<file path="config.mk">
export PLATFORM = sky130hd
export DESIGN_NAME = irm_modulator
export DESIGN_NICKNAME = d
export VERILOG_FILES = /design/src/include/irm_pkg.sv /design/src/rtl/irm_modulator.sv
export SDC_FILE = /design/constraint.sdc
export NUM_CORES = 1
export LEC_CHECK = 0
export BUFFER_PORTS_ARGS = -buffer_cell sky130_fd_sc_hd__buf_2
export CAP_MARGIN = 30
export CORE_MARGIN = 1
export CORE_UTILIZATION = 60
export CTS_BUF_LIST = sky130_fd_sc_hd__clkbuf_8
export DETAILED_ROUTE_END_ITERATION = 8
export PLACE_DENSITY_LB_ADDON = 0.2
export SLEW_MARGIN = 20
export SYNTH_ARGS = -nofsm -noshare
export SYNTH_HDL_FRONTEND = slang
export SYNTH_SLANG_ARGS = --single-unit
</file>
<file path="constraint.sdc">
create_clock -name REF_CLK_I -period 5.25 [get_ports REF_CLK_I]
set_input_delay 0.7875 -clock REF_CLK_I [delete_from_list [all_inputs] [get_ports REF_CLK_I]]
set_output_delay 0.7875 -clock REF_CLK_I [all_outputs]
set_load 0.01 [all_outputs]
</file>
<file path="src/include/irm_pkg.sv">
package irm_pkg;
  localparam logic [2:0] ADDR_WIDTH_REG = 3'h0;
  localparam logic [2:0] ADDR_GAP_REG = 3'h1;
  localparam logic [2:0] ADDR_COUNT_LO = 3'h2;
  localparam logic [2:0] ADDR_CONTROL = 3'h3;
  localparam logic [2:0] ADDR_COUNT_HI = 3'h4;
  localparam int BIT_CARRIER = 0;
  localparam int BIT_LONG = 1;
  localparam int BIT_CONT = 2;
  localparam int BIT_CLR_IRQ = 3;
  localparam int BIT_WDT = 4;
  localparam logic [7:0] CONTROL_STORE_MASK = 8'h07;
  localparam logic [7:0] CONTROL_RESET = 8'h00;
  localparam logic [7:0] WIDTH_RESET = 8'h00;
  localparam logic [9:0] COUNT_RESET = 10'h000;
  // timer loads value+1 and ends at zero, giving value+2 cycles
  localparam logic [8:0] TIMER_EXTRA = 9'h001;
  localparam int EXTRA_CYCLES = 2;
  typedef enum logic [1:0] {
    IRM_IDLE = 2'b00,
    IRM_ON = 2'b01,
    IRM_OFF = 2'b10
  } irm_state_t;
endpackage

</file>
<file path="src/rtl/irm_modulator.sv">
`timescale 1ns/1ps
module irm_modulator (
  input wire logic REF_CLK_I,
  input wire logic RESET_N_I,
  input wire logic CE_I,
  input wire logic [2:0] DREG_ADDR_I,
  input wire logic [7:0] DREG_WDATA_I,
  input wire logic DREG_WR_I,
  input wire logic DREG_RD_I,
  output logic [7:0] DREG_RDATA_O,
  output logic MOD_OUT_N_O,
  output logic BURST_DONE_IRQ_O,
  output logic WATCHDOG_RELOAD_O
);
  irm_pkg::irm_state_t state_reg, state_next;
  logic [7:0] width_reg, width_next;
  logic [7:0] gap_reg, gap_next;
  logic [7:0] control_reg, control_next;
  logic [1:0] count_hi_reg, count_hi_next;
  logic [9:0] count_reg, count_next;
  logic [8:0] timer_reg, timer_next;
  logic [1:0] phase_reg, phase_next;
  logic irq_reg, irq_next;
  logic out_n_reg, out_n_next;
  logic wdt_reg, wdt_next;
  logic [7:0] rdata_reg, rdata_next;
  logic wr_ctrl, load_count, timer_done, finish;
  logic carrier_enable, long_pulse_enable, continuous_enable;

  // register-port decode; counter low byte write is the burst trigger
  assign wr_ctrl = DREG_WR_I && (DREG_ADDR_I == irm_pkg::ADDR_CONTROL);
  assign load_count = DREG_WR_I && (DREG_ADDR_I == irm_pkg::ADDR_COUNT_LO);
  assign carrier_enable = control_reg[irm_pkg::BIT_CARRIER];
  assign long_pulse_enable = control_reg[irm_pkg::BIT_LONG];
  assign continuous_enable = control_reg[irm_pkg::BIT_CONT];
  assign timer_done = (timer_reg == 9'h000);
  // last pulse ends: continuous mode never finishes
  assign finish = (state_reg == irm_pkg::IRM_ON) && timer_done && !continuous_enable
    && (count_reg == 10'h001);

  // register file next values
  always_comb
  begin
    width_next = width_reg;
    gap_next = gap_reg;
    control_next = control_reg;
    count_hi_next = count_hi_reg;
    wdt_next = 1'b0;
    rdata_next = rdata_reg;
    if (DREG_WR_I)
    begin
      case (DREG_ADDR_I)
        irm_pkg::ADDR_WIDTH_REG: width_next = DREG_WDATA_I;
        irm_pkg::ADDR_GAP_REG: gap_next = DREG_WDATA_I;
        irm_pkg::ADDR_CONTROL:
        begin
          // strobes and reserved bits are never stored
          control_next = DREG_WDATA_I & irm_pkg::CONTROL_STORE_MASK;
          wdt_next = DREG_WDATA_I[irm_pkg::BIT_WDT];
        end
        irm_pkg::ADDR_COUNT_HI: count_hi_next = DREG_WDATA_I[1:0];
        default: width_next = width_reg;
      endcase
    end
    if (DREG_RD_I)
    begin
      case (DREG_ADDR_I)
        irm_pkg::ADDR_WIDTH_REG: rdata_next = width_reg;
        irm_pkg::ADDR_GAP_REG: rdata_next = gap_reg;
        irm_pkg::ADDR_COUNT_LO: rdata_next = count_reg[7:0];
        irm_pkg::ADDR_CONTROL: rdata_next = control_reg;
        irm_pkg::ADDR_COUNT_HI: rdata_next = {6'h00, count_reg[9:8]};
        default: rdata_next = 8'h00;
      endcase
    end
  end

  // pulse sequencer: timer runs value+1 down to zero, one step per enabled cycle
  always_comb
  begin
    state_next = state_reg;
    count_next = count_reg;
    timer_next = timer_reg;
    phase_next = phase_reg + 2'h1;
    irq_next = irq_reg;
    if (wr_ctrl && DREG_WDATA_I[irm_pkg::BIT_CLR_IRQ])
      irq_next = 1'b0;
    if (load_count)
    begin
      // a zero load is forbidden to software and wraps to 1024 pulses
      state_next = irm_pkg::IRM_ON;
      count_next = {count_hi_reg, DREG_WDATA_I};
      timer_next = {1'b0, width_reg} + irm_pkg::TIMER_EXTRA;
      phase_next = 2'h0;
      irq_next = 1'b0;
    end
    else
    begin
      case (state_reg)
        irm_pkg::IRM_ON:
        begin
          if (!timer_done)
            timer_next = timer_reg - 9'h001;
          else
          begin
            if (!continuous_enable)
              count_next = count_reg - 10'h001;
            timer_next = {1'b0, width_reg} + irm_pkg::TIMER_EXTRA;
            if (finish)
            begin
              state_next = irm_pkg::IRM_IDLE;
              irq_next = 1'b1;
            end
            else if (!long_pulse_enable)
            begin
              state_next = irm_pkg::IRM_OFF;
              timer_next = {1'b0, gap_reg} + irm_pkg::TIMER_EXTRA;
            end
            // long pulse: stays active, gap register ignored
          end
        end
        irm_pkg::IRM_OFF:
        begin
          if (!timer_done)
            timer_next = timer_reg - 9'h001;
          else
          begin
            state_next = irm_pkg::IRM_ON;
            timer_next = {1'b0, width_reg} + irm_pkg::TIMER_EXTRA;
            phase_next = 2'h0;
          end
        end
        irm_pkg::IRM_IDLE: state_next = irm_pkg::IRM_IDLE;
        default: state_next = irm_pkg::IRM_IDLE;
      endcase
    end
    // pin follows the next state so it lines up with the timer
    out_n_next = !((state_next == irm_pkg::IRM_ON)
      && (!carrier_enable || !phase_next[1]));
  end

  // state registers, all frozen while the clock enable is low
  always_ff @(posedge REF_CLK_I or negedge RESET_N_I)
  begin
    if (!RESET_N_I)
    begin
      state_reg <= irm_pkg::IRM_IDLE;
      width_reg <= irm_pkg::WIDTH_RESET;
      gap_reg <= irm_pkg::WIDTH_RESET;
      control_reg <= irm_pkg::CONTROL_RESET;
      count_hi_reg <= 2'h0;
      count_reg <= irm_pkg::COUNT_RESET;
      timer_reg <= 9'h000;
      phase_reg <= 2'h0;
      irq_reg <= 1'b0;
      out_n_reg <= 1'b1;
      wdt_reg <= 1'b0;
      rdata_reg <= 8'h00;
    end
    else if (CE_I)
    begin
      state_reg <= state_next;
      width_reg <= width_next;
      gap_reg <= gap_next;
      control_reg <= control_next;
      count_hi_reg <= count_hi_next;
      count_reg <= count_next;
      timer_reg <= timer_next;
      phase_reg <= phase_next;
      irq_reg <= irq_next;
      out_n_reg <= out_n_next;
      wdt_reg <= wdt_next;
      rdata_reg <= rdata_next;
    end
  end

  assign DREG_RDATA_O = rdata_reg;
  assign MOD_OUT_N_O = out_n_reg;
  assign BURST_DONE_IRQ_O = irq_reg;
  assign WATCHDOG_RELOAD_O = wdt_reg;

  // helper: length of the current on or off phase, for the assertions
  logic [9:0] run_len_reg;
  logic [8:0] len_width;
  logic [8:0] len_gap;
  assign len_width = {1'b0, width_reg} + 9'(irm_pkg::EXTRA_CYCLES);
  assign len_gap = {1'b0, gap_reg} + 9'(irm_pkg::EXTRA_CYCLES);
  always_ff @(posedge REF_CLK_I or negedge RESET_N_I)
  begin
    if (!RESET_N_I)
      run_len_reg <= 10'h000;
    else if (CE_I)
      run_len_reg <= (state_next != state_reg || load_count) ? 10'h001 : run_len_reg + 10'h001;
  end
endmodule

</file>
# [Word level (Yosys, flattened, before mapping)]
# Cells that the tools add are included.
[totals] ff_bits=55 input_bits=16 output_inout_bits=11 word_cells=77
[classes] n_addsub=5 n_eq_ne=9 muxes=27 reduce_logical=24
[ops] cell="two-way mux 9 bit" count=5
[ops] cell="two-way mux 10 bit" count=4
[ops] cell="case mux 8 bit (5 select lines)" count=1
[ops] cell="adder 8 x 1 -> 9 bit, second input constant" count=2
[ops] cell="case mux 9 bit (2 select lines)" count=1
[ops] cell="two-way mux 2 bit" count=8
[ops] cell="AND reduction 3 bit" count=4
[ops] cell="== test 10 x 1 -> 1 bit, second input constant" count=1
[ops] cell="subtractor 10 x 1 -> 10 bit, second input constant" count=1
[ops] cell="logical NOT 9 bit" count=1
[ops] cell="subtractor 9 x 1 -> 9 bit, second input constant" count=1
[ops] cell="logical AND 1 bit" count=7
[ops] cell="two-way mux 1 bit" count=7
[ops] cell="== test 3 x 2 -> 1 bit, second input constant" count=2
[ops] cell="== test 2 x 1 -> 1 bit, second input constant" count=2
[ops] cell="logical NOT 1 bit" count=4
[ops] cell="case mux 2 bit (2 select lines)" count=1
[ops] cell="AND reduction 2 bit" count=2
[ops] cell="AND reduction 4 bit" count=1
[ops] cell="nonzero test 2 bit" count=2
[ops] cell="== test 3 x 1 -> 1 bit, second input constant" count=1
[ops] cell="== test 3 bit, second input constant" count=1
[ops] cell="logical NOT 3 bit" count=1
[ops] cell="nonzero test 3 bit" count=1
[ops] cell="4 further kinds" count=4

# [Logic depth before layout (Yosys ltp)]
# Gate-level depths: netlist (run 1).
[depth] word_depth=11 ltp_mapped=8 mapped_depth_nobuf=7

# [Least setup slack after synthesis (run 1)]
# No wires, ideal clock.
[synth_path] path_kind="input port to flip-flop" start="in DREG_ADDR_I[2]" end="reg timer_reg[5]" setup_ns=0.130 arrival_time_ns=1.993 required_ns=5.120 slack_ns=3.127 cell_stages=8 path_buffers=3 path_cell_list="clkbuf_1 > nor4bb_1 > buf_2 > buf_2 > a211oi_1 > nand3_1 > o211ai_1 > o21ai_0"
[synth_via] elab_chain_len=4 elab_cells_between_ends=5 cone_classes="eq/ne (1); mux (1); reduce/logical (3)"
[synth_rtl] item="start, declared" line_no="irm_modulator.sv:6" text="input wire logic [2:0] DREG_ADDR_I,"
[synth_rtl] item="== test 3 x 2 -> 1 bit (*)" line_no="irm_modulator.sv:32" text="assign load_count = DREG_WR_I && (DREG_ADDR_I == irm_pkg::ADDR_COUNT_LO);"
[synth_rtl] item="logical AND 1 bit (*)" line_no="irm_modulator.sv:32"
[synth_rtl] item="nonzero test 3 bit (no line)"
[synth_rtl] item="AND reduction 2 bit (no line)"
[synth_rtl] item="end signal, assigned" line_no="irm_modulator.sv:168" text="timer_reg <= timer_next;"
[synth_rtl] item="end, declared" line_no="irm_modulator.sv:21" text="logic [8:0] timer_reg, timer_next;"
# Every way passes the cells marked *; elsewhere a longest branch is shown, timed or not.
# A chain may end at the register's enable or synchronous reset.

# [Final worst setup path (run 1)]
[layout_path] start="reg state_reg[0]" end="reg timer_reg[0]"
[layout_via] elab_chain_len=8 elab_cells_between_ends=11 cone_classes="eq/ne (2); mux (4); reduce/logical (5)"
[layout_rtl] item="start, declared" line_no="irm_modulator.sv:15" text="irm_pkg::irm_state_t state_reg, state_next;"
[layout_rtl] item="start signal, assigned" line_no="irm_modulator.sv:147" text="state_reg <= irm_pkg::IRM_IDLE;"
[layout_rtl] item="start signal, assigned" line_no="irm_modulator.sv:162" text="state_reg <= state_next;"
[layout_rtl] item="== test 2 x 1 -> 1 bit" line_no="irm_modulator.sv:38, irm_modulator.sv:99"
[layout_rtl] item="logical AND 1 bit (2 in series)" line_no="irm_modulator.sv:38" text="assign finish = (state_reg == irm_pkg::IRM_ON) && timer_done && !continuous_enable"
[layout_rtl] item="logical AND 1 bit" line_no="irm_modulator.sv:39" text="&& (count_reg == 10'h001);"
[layout_rtl] item="two-way mux 9 bit" line_no="irm_modulator.sv:109" text="if (finish)"
[layout_rtl] item="two-way mux 9 bit" line_no="irm_modulator.sv:102" text="if (!timer_done)"
[layout_rtl] item="case mux 9 bit (2 select lines)" line_no="irm_modulator.sv:99" text="case (state_reg)"
[layout_rtl] item="two-way mux 9 bit" line_no="irm_modulator.sv:88" text="if (load_count)"
# Several ways; a longest one is shown, not always the timed one.

==> results of run 1 <==
==> placed cells by master (no fill, tap or decap), types with 5 or more instances in the layout <==
master | synthesis | routed
buf_2 | 3 | 26
nand2b_1 | 7 | 7
nor3_1 | 7 | 7
ha_1 | 8 | 8
nor2_1 | 20 | 20
xnor2_1 | 7 | 7
o22ai_1 | 7 | 7
nand3_1 | 20 | 20
or3_1 | 7 | 7
o211ai_1 | 5 | 5
inv_1 | 14 | 14
a21oi_1 | 18 | 18
dfrtp_1 | 54 | 54
o21ai_0 | 39 | 39
mux2_2 | 21 | 21
a31oi_1 | 5 | 5
nand2_1 | 32 | 32
mux2i_1 | 9 | 9
a22o_1 | 6 | 6
clkbuf_8 | 0 | 5
and3_1 | 5 | 5
==> cell type report <==
cell class / instances / area (um2) / area share (%)
flip-flops and latches: 55 / 1380 / 36.3
multi-input cells: 292 / 2020 / 53.3
inverters: 14 / 52.6 / 1.38
well taps: 72 / 90.1 / 2.37
repair buffers: 29 / 156 / 4.12
clock inverters: 3 / 27.5 / 0.725
clock buffers: 5 / 68.8 / 1.81
==> stage by stage <==
step                      worst slack [ps]  instances  area, um2  total power, W
after floorplan                       3130        376       3500        0.000975
after global placement                2540        461       3690         0.00110
after detailed placement              2410        461       3690         0.00112
after CTS                             2720        469       3790         0.00137
after global routing                  2560        470       3800         0.00146
final                                 2740        470       3800         0.00138
==> worst max-delay path: cells and delay by family (launching register included) <==
kind,cells,cell delay [ps]
AO/OA/AOI/OAI,2,860
adder cells (fa/ha/maj),1,330
buffers and inverters,1,70
flip-flops,1,380
multiplexers,1,430
AND/OR/NAND/NOR,1,340
==> metal layers <==
metal,vias up,wire length [um],global-route usage (%)
met2,92,4000,49.3
met1,1483,4190,46.0
met3,14,495,4.19
met5,-,0,0
met4,0,137,8.15
li1,1450,-,-
==> where the power goes <==
part	internal [W]	switching, W
Sequential	0.000529	0.000152
Clock	0.0000985	0.000160
Combinational	0.000213	0.000228
Total	0.000840	0.000540
==> cell families (layout without fill, tap and decap cells) <==
logic type	after synthesis	count (layout)	share of synthesized area (%)
fa+ha+maj	8	8	2.86
simple gates	134	134	21.5
mux	32	32	10.6
flops	55	55	39.3
buf+inv	29	51	3.32
compound gates	107	107	19.6
xor+xnor	11	11	2.75
==> worst paths after layout <==
path                                             startpoint                          end  slack, ps  depth (start not counted)
min in group asynchronous                         RESET_N_I       gap_reg[3]$_DFFE_PN0P_        570                          2
max in group asynchronous                         RESET_N_I     width_reg[0]$_DFFE_PN0P_       4180                          2
worst min-delay path            DREG_RDATA_O[0]$_DFFE_PN0P_  DREG_RDATA_O[0]$_DFFE_PN0P_        490                          2
worst max register to register     state_reg[0]$_DFFE_PN0P_     timer_reg[0]$_DFFE_PN0P_       2740                          6
worst max-delay path               state_reg[0]$_DFFE_PN0P_     timer_reg[0]$_DFFE_PN0P_       2740                          6
worst min register to register  DREG_RDATA_O[0]$_DFFE_PN0P_  DREG_RDATA_O[0]$_DFFE_PN0P_        490                          2
==> impl_metrics.ini, run 1 <==
[critical_path]
cp-end-kind = flip-flop
crit_type = flip-flop to flip-flop
critPathSlowestCell = a31oi_1
startpoint_type = flip-flop
cp_max_fo = 11
slowest_delay_ps = 570
crit_required_ps = 5470
cp.arrival_ps = 2730
cp_cell_sequence = inv_1, ha_1, or2_2, a31oi_1, mux2_2, a222oi_1

[clock_network]
htreeDepth = 2
tritoncts = built
cts_resized = 0
cts_hold_buffers = 0
cts_setup_buffers = 0
cts.sinks = 55
worstSkewPairLatency_ps = 330
clk_path_buf_depth = 2
cts_buffers = 5
root_buffer = clkbuf_8
path_clk_slew_ps = 110

[yosys]
synth_most_common_cell = dfrtp_1
ys_types = 64
synthArstFlopShare_pct = 100
netlist_area_um2 = 3500
synthTopCellsByArea = dfrtp_1, mux2_2, o21ai_0
synth.net_count = 400
synth_edf_count = 0
ys_seq_area_share_pct = 39.3
netlist_top_cells_count = dfrtp_1, o21ai_0, nand2_1
syn_inst = 376
yosys_warnings = 0
syn_area_per_cell_um2 = 9.32
synthFlopType = dfrtp_1
synth_top_area_share_pct = 38.6
synth_top_area_cell = dfrtp_1
ys_ff_latch = 55

[grt]
antenna_found_initial = 0
grt_pass1_vias = 2907
grt_pass1_wl_um = 14800
grt_usage_pct = 31.4
grt_max_degree = 56
grt-ovfl-total = 0

[run]
cap_violations = 0

[sta]
holdWs_ps = 491
rsz0062_at_grt = false
hold_viol_final = 0
setup_violations = 0
slew_viol_final = 0
fmax_ghz = 0.398
slew_headroom_pct = 49.2
post-route-period-util_pct = 47.9
fin_setup_tns_ps = 0
finalCriticalPeriod_ps = 2510
clock_skew_ps = 18.7
worstMarginPinSlew_ps = 758

[power]
peakVddDrop_mv = 0.203
power_density_nw_per_um2 = 363
leakage_nw = 1.60

[die]
placementRows = 27
die_x_um = 78.4
die_area_um2 = 6150
dieHeight_um = 78.4
io_pins = 27
coreArea_um2 = 5570
start_util_pct = 62.9

[cells_and_area]
largest_register_ffs = 10
postLayoutCoreUtil_pct = 68.1
nets = 421
antenna_cells = 0
layout-drive-gt1-share_pct = 18.6
areaGrowthSynthToFinish_pct = 8.39
nFillCells = 496

[detailed_routing]
routed_wl_um = 8820
drtPass1Iterations = 5
vias_per_cell = 6.47
drtIter0Drc = 382
drc = 0
wl_per_cell_um = 18.8
ant_nets = 0
vias = 3039

[place]
dp_hpwl_um = 6420
io_buffer_count = 26
place.gp.congestion = 0.906

[worst_hold_path]
hold_class = flip-flop to flip-flop

[run_status]
status = finished clean
Note: power is estimated with default switching activity, not from simulation.
==> inputs of run 2 (changes only) <==
--- a/config.mk
+++ b/config.mk
@@ -5,10 +5,11 @@
 export SDC_FILE = /design/constraint.sdc
 export NUM_CORES = 1
 export LEC_CHECK = 0
+export ABC_AREA = 1
 export BUFFER_PORTS_ARGS = -buffer_cell sky130_fd_sc_hd__buf_2
 export CAP_MARGIN = 30
 export CORE_MARGIN = 1
-export CORE_UTILIZATION = 60
+export CORE_UTILIZATION = 56
 export CTS_BUF_LIST = sky130_fd_sc_hd__clkbuf_8
 export DETAILED_ROUTE_END_ITERATION = 8
 export PLACE_DENSITY_LB_ADDON = 0.2
==> constraint.sdc (replaced) <==
create_clock -name REF_CLK_I -period 2.3 [get_ports REF_CLK_I]
set_input_delay 0.345 -clock REF_CLK_I [delete_from_list [all_inputs] [get_ports REF_CLK_I]]
set_output_delay 0.345 -clock REF_CLK_I [all_outputs]
set_load 0.01 [all_outputs]
==> impl_metrics.ini, run 2 <==
[place]
preCtsSetupSlack_ps = 196
io_buffer_count = 26
place.gp.congestion = 0.912
dp_hpwl_um = 6770
placed_cell_area_um2 = 3730

[sta]
post-route-period-util_pct = 92.5
worstMarginPinSlew_ps = 546
rsz0062_at_grt = false
fin_ws_ps = 173
setup_violations = 0
hold_viol_final = 5
slew_headroom_pct = 63.6
holdWs_ps = -1.27
finalCriticalPeriod_ps = 2130
fmax_ghz = 0.470
fin_setup_tns_ps = 0
clock_skew_ps = 11.3
slew_viol_final = 0

[yosys]
synthFlopType = dfrtp_1
netlist_area_um2 = 3520
synth_top_area_cell = dfrtp_1
syn_inst = 478
synthAdderAreaFrac_pct = 2.84
synth-simple-area-share_pct = 28.2
muxShareOfSynthArea_pct = 0
ys_types = 45
ys_ff_latch = 55
synthArstFlopShare_pct = 100
yosys.area_share.xor_xnor_pct = 4.48
syn_area_per_cell_um2 = 7.37
synth.net_count = 502
synth_compound_area_share_pct = 16.7
ys_seq_area_share_pct = 39.1
synthTopCellsByArea = dfrtp_1, nand2_1, inv_1
synth_top_family_by_area = simple AND/OR/NAND/NOR gates
synth_top_area_share_pct = 38.4
synth_edf_count = 0
netlist_top_cells_count = nand2_1, dfrtp_1, inv_1
yosys_warnings = 0
synth_most_common_cell = nand2_1

[die]
start_util_pct = 58.8
io_pins = 27
die_area_um2 = 6610
coreArea_um2 = 5990
placementRows = 28
die_x_um = 81.3
dieHeight_um = 81.3

[detailed_routing]
drtPass1Iterations = 5
drc = 0
wl_per_cell_um = 15.0
vias = 3356
ant_nets = 0
vias_per_cell = 5.75
drtIter0Drc = 235
routed_wl_um = 8780

[cells_and_area]
antenna_cells = 0
final_cell_mix = nand2_1, dfrtp_1, inv_1, nor2_1, nand3_1
postLayoutCoreUtil_pct = 64.2
largest_register_ffs = 10
layout-drive-gt1-share_pct = 14.9
nets = 532
areaGrowthSynthToFinish_pct = 9.24
fin_area_um2 = 3850
final_common_cell = nand2_1

[clock_network]
path_clk_slew_ps = 110
worstSkewPairLatency_ps = 320
clk_path_buf_depth = 2
tritoncts = built
htreeDepth = 2
cts_hold_buffers = 0
cts_buffers = 5
cts.sinks = 55
root_buffer = clkbuf_8

[power]
peakVddDrop_mv = 0.486
power_density_nw_per_um2 = 893
leakage_nw = 1.87
power.total_w = 0.00343

[run_status]
status = complete, but fails checks
violations = negative hold slack

[critical_path]
crit_end = count_reg[2]$_DFFE_PN0P_
timing.rr.end = count_reg[2]$_DFFE_PN0P_
crit_start = timer_reg[0]$_DFFE_PN0P_
reg2reg_setup_slack_ps = 170
cp.arrival_ps = 2380
cp_max_fo = 12
r2r-start = timer_reg[0]$_DFFE_PN0P_
crit_type = flip-flop to flip-flop
rr_worst_depth = 11
startpoint_type = flip-flop
cp-end-kind = flip-flop
crit_required_ps = 2550

[grt]
grt_pass1_vias = 3037
grt-ovfl-total = 0
grt_pass1_wl_um = 14400
antenna_found_initial = 0
grt_max_degree = 27
grt_usage_pct = 28.7

[run]
cap_violations = 0

[worst_hold_path]
hold_class = input pin to asynchronous set/reset pin
run 2: cell count changes after synthesis, sizes merged, moves of 5 or more:
cell    delta
a22o       -5
nor2      +22
or4        -5
nand2b     -7
or3        -7
mux2i      -9
o21ai     +14
mux2      -21
a21oi      +5
nand2     +88
inv       +48
nand3     +13
and3       -5
xor2      +10
run 2: repair_timing:
| item | 4_1_cts | 5_1_grt |
|---|---|---|
| setup buffers | 0 | 2 |
| resized for setup | 0 | 1 |
| setup endpoints to repair | 0 | 3 |
run 2: cell families (layout without fill, tap and decap cells):
logic type / after synthesis / in the layout
AND/OR/NAND/NOR: 221 / 221
AO/OA/AOI/OAI: 100 / 100
buffers and inverters: 76 / 107
flip-flops: 55 / 55
XOR/XNOR: 18 / 18
adder cells (fa/ha/maj): 8 / 8
run 2: routing by layer:
layer / share of wire (%) / track usage [%] / vias up / wire length (um)
li1: - / - / 1637 / -
met1: 45 / 38.8 / 1593 / 3960
met2: 48 / 48.6 / 113 / 4210
met3: 5.4 / 3.71 / 13 / 478
met4: 1.4 / 6.61 / 0 / 124
met5: 0 / 0 / - / 0
run 2: final cells by class:
type / count / area [um2]
inverter: 66 / 250
sequential: 55 / 1380
fill: 543 / 2140
tap: 75 / 93.8
clock buffer: 6 / 82.6
multi-input combinational: 347 / 1850
clock inverter: 2 / 13.8
timing repair buffer: 33 / 183
run 2: how the worst min path moves through the flow:
stage,start,cells after the start,endpoint,slack (ps)
after floorplan,RESET_N_I,0,BURST_DONE_IRQ_O$_DFFE_PN0P_,50
after global placement,RESET_N_I,1,DREG_RDATA_O[6]$_DFFE_PN0P_,350
after detailed placement,RESET_N_I,1,DREG_RDATA_O[7]$_DFFE_PN0P_,360
after CTS,RESET_N_I,1,DREG_RDATA_O[3]$_DFFE_PN0P_,10
after global routing,RESET_N_I,1,DREG_RDATA_O[3]$_DFFE_PN0P_,40
final,RESET_N_I,1,DREG_RDATA_O[3]$_DFFE_PN0P_,-1
run 2: power breakdown:
part	leakage (nW)	switching [W]	total, W	internal [W]
clock	0.0516	0.000337	0.000584	0.000247
combinational	1.13	0.000831	0.00134	0.000506
sequential	0.696	0.000278	0.00151	0.00123
run 2: worst max-delay path, stage by stage, from the launching register on:
cell,delay [ps]
dfrtp_1,400
inv_1,130
ha_1,170
nand2_1,50
nor2_1,120
nand2_2,200
nor2_4,180
nand2_1,130
a21oi_4,300
buf_4,210
o211ai_1,90
o21ai_1,80
run 2: per-stage QoR:
stage               instances  hold WS [ps]
floorplan                 478          49.4
global placement          574           353
detailed placement        574           358
CTS                       582          12.8
global route              584          40.8
finish                    584         -1.27
==> inputs of run 3 (changes only) <==
--- a/config.mk
+++ b/config.mk
@@ -8,8 +8,10 @@
 export ABC_AREA = 1
 export BUFFER_PORTS_ARGS = -buffer_cell sky130_fd_sc_hd__buf_2
 export CAP_MARGIN = 30
+export CELL_PAD_IN_SITES_DETAIL_PLACEMENT = 2
+export CELL_PAD_IN_SITES_GLOBAL_PLACEMENT = 2
 export CORE_MARGIN = 1
-export CORE_UTILIZATION = 56
+export CORE_UTILIZATION = 33
 export CTS_BUF_LIST = sky130_fd_sc_hd__clkbuf_8
 export DETAILED_ROUTE_END_ITERATION = 8
 export PLACE_DENSITY_LB_ADDON = 0.2
==> impl_metrics.ini, run 3 (synthesized netlist as in run 2, its figures left out) <==
[grt]
grt_pass1_wl_um = 19800
grt-ovfl-total = 0
grt_usage_pct = 23.2
grt_max_degree = 56
antenna_found_initial = 0
grt_pass1_vias = 3695

[clock_network]
cts_buffers = 5
cts_hold_buffers = 0
cts.sinks = 55
worstSkewPairLatency_ps = 320
tritoncts = built
htreeDepth = 2
clk_path_buf_depth = 2
root_buffer = clkbuf_8
path_clk_slew_ps = 110

[die]
die_area_um2 = 11100
die_x_um = 105
io_pins = 27
coreArea_um2 = 10300
dieHeight_um = 105
start_util_pct = 34.1
placementRows = 37

[critical_path]
cp_max_fo = 11
crit_path_frequent_cell = nand2_1
path_buf_inv = 3
cp-end-kind = flip-flop
crit_required_ps = 2560
startpoint_type = flip-flop
crit_type = flip-flop to flip-flop
cp_top_family = simple AND/OR/NAND/NOR gates
critPathSlowestCell = dfrtp_1
cp.arrival_ps = 2330
slowest_delay_ps = 410
cp_cell_sequence = inv_1, ha_1, nand2_1, nor2_1, nand2_2, buf_4, nor2_4, inv_2, o21ai_0, nor2_1, nand2_1, nand3_1, nand2_1

[place]
placed_cell_area_um2 = 3810
dp_hpwl_um = 9260
place_inst = 636
io_buffer_count = 26
place.gp.congestion = 0.809

[detailed_routing]
wl_per_cell_um = 18.4
drtIter0Drc = 148
drc = 0
ant_nets = 0
vias_per_cell = 5.27
vias = 3395
drtPass1Iterations = 4
routed_wl_um = 11900

[cells_and_area]
layout-drive-gt1-share_pct = 14.6
final_cell_mix = nand2_1, dfrtp_1, inv_1, nor2_1, nand3_1
final_cells = 644
areaGrowthSynthToFinish_pct = 10.8
largest_register_ffs = 10
final_common_cell = nand2_1
fin_area_um2 = 3900
nFillCells = 1234
nets = 531
antenna_cells = 0

[worst_hold_path]
hold_class = input pin to asynchronous set/reset pin

[sta]
fin_setup_tns_ps = 0
post-route-period-util_pct = 90.2
fmax_ghz = 0.482
setup_violations = 0
finalCriticalPeriod_ps = 2070
rsz0062_at_grt = false
worstMarginPinSlew_ps = 749
clock_skew_ps = 10.8
slew_headroom_pct = 50.1
slew_viol_final = 0
hold_viol_final = 0

[power]
peakVddDrop_mv = 0.400
power_density_nw_per_um2 = 904
leakage_nw = 1.86
power.total_w = 0.00353

[run_status]
status = finished clean

[run]
cap_violations = 0
==> run 3: through the flow <==
stage | setup slack [ps] | hold slack (ps) | utilization, %
final | 226 | 151 | 37.8
after global routing | 20.6 | 237 | 37.8
after CTS | 75.6 | 201 | 37.8
after detailed placement | 166 | 470 | 36.9
after global placement | 215 | 459 | 36.9
after floorplan | 638 | 49.4 | -
==> run 3: cell type report <==
cell class	count	area, um2	area share, %
clock inverter	3	16.3	0.417
tap	136	170	4.36
clock buffer	5	68.8	1.76
multi-input combinational	347	1840	47.3
timing repair buffer	32	175	4.49
sequential	55	1380	35.3
inverter	66	250	6.41
==> run 3: path summary, 6_finish.rpt <==
path,endpoint,slack (ps),startpoint,cells past startpoint
worst min register to register,DREG_RDATA_O[2]$_DFFE_PN0P_,490,DREG_RDATA_O[2]$_DFFE_PN0P_,2
min in group REF_CLK_I,state_reg[1]$_DFFE_PN0P_,320,CE_I,2
worst max register to register,timer_reg[2]$_DFFE_PN0P_,230,timer_reg[0]$_DFFE_PN0P_,13
worst max-delay path,timer_reg[2]$_DFFE_PN0P_,230,timer_reg[0]$_DFFE_PN0P_,13
max in group asynchronous,DREG_RDATA_O[2]$_DFFE_PN0P_,1640,RESET_N_I,2
worst min-delay path,timer_reg[7]$_DFFE_PN0P_,150,RESET_N_I,2
==> run 3: report_power, final <==
| part | internal, W | switching (W) |
|---|---|---|
| Combinational | 0.000520 | 0.000920 |
| Sequential | 0.00123 | 0.000288 |
| Clock | 0.000210 | 0.000354 |
| Total | 0.00196 | 0.00156 |
==> run 3: what timing repair did <==
item	CTS	global route
resized for setup	0	1
setup buffers	0	0
endpoints found under the setup margin	0	5
==> run 3: routing by layer <==
layer / track usage (%) / vias to the layer above / wire [um]
met2: 39.2 / 36 / 5840
met4: 4.12 / 0 / 72
met5: 0 / - / 0
met1: 31.8 / 1728 / 5620
li1: - / 1625 / -
met3: 2.97 / 6 / 336
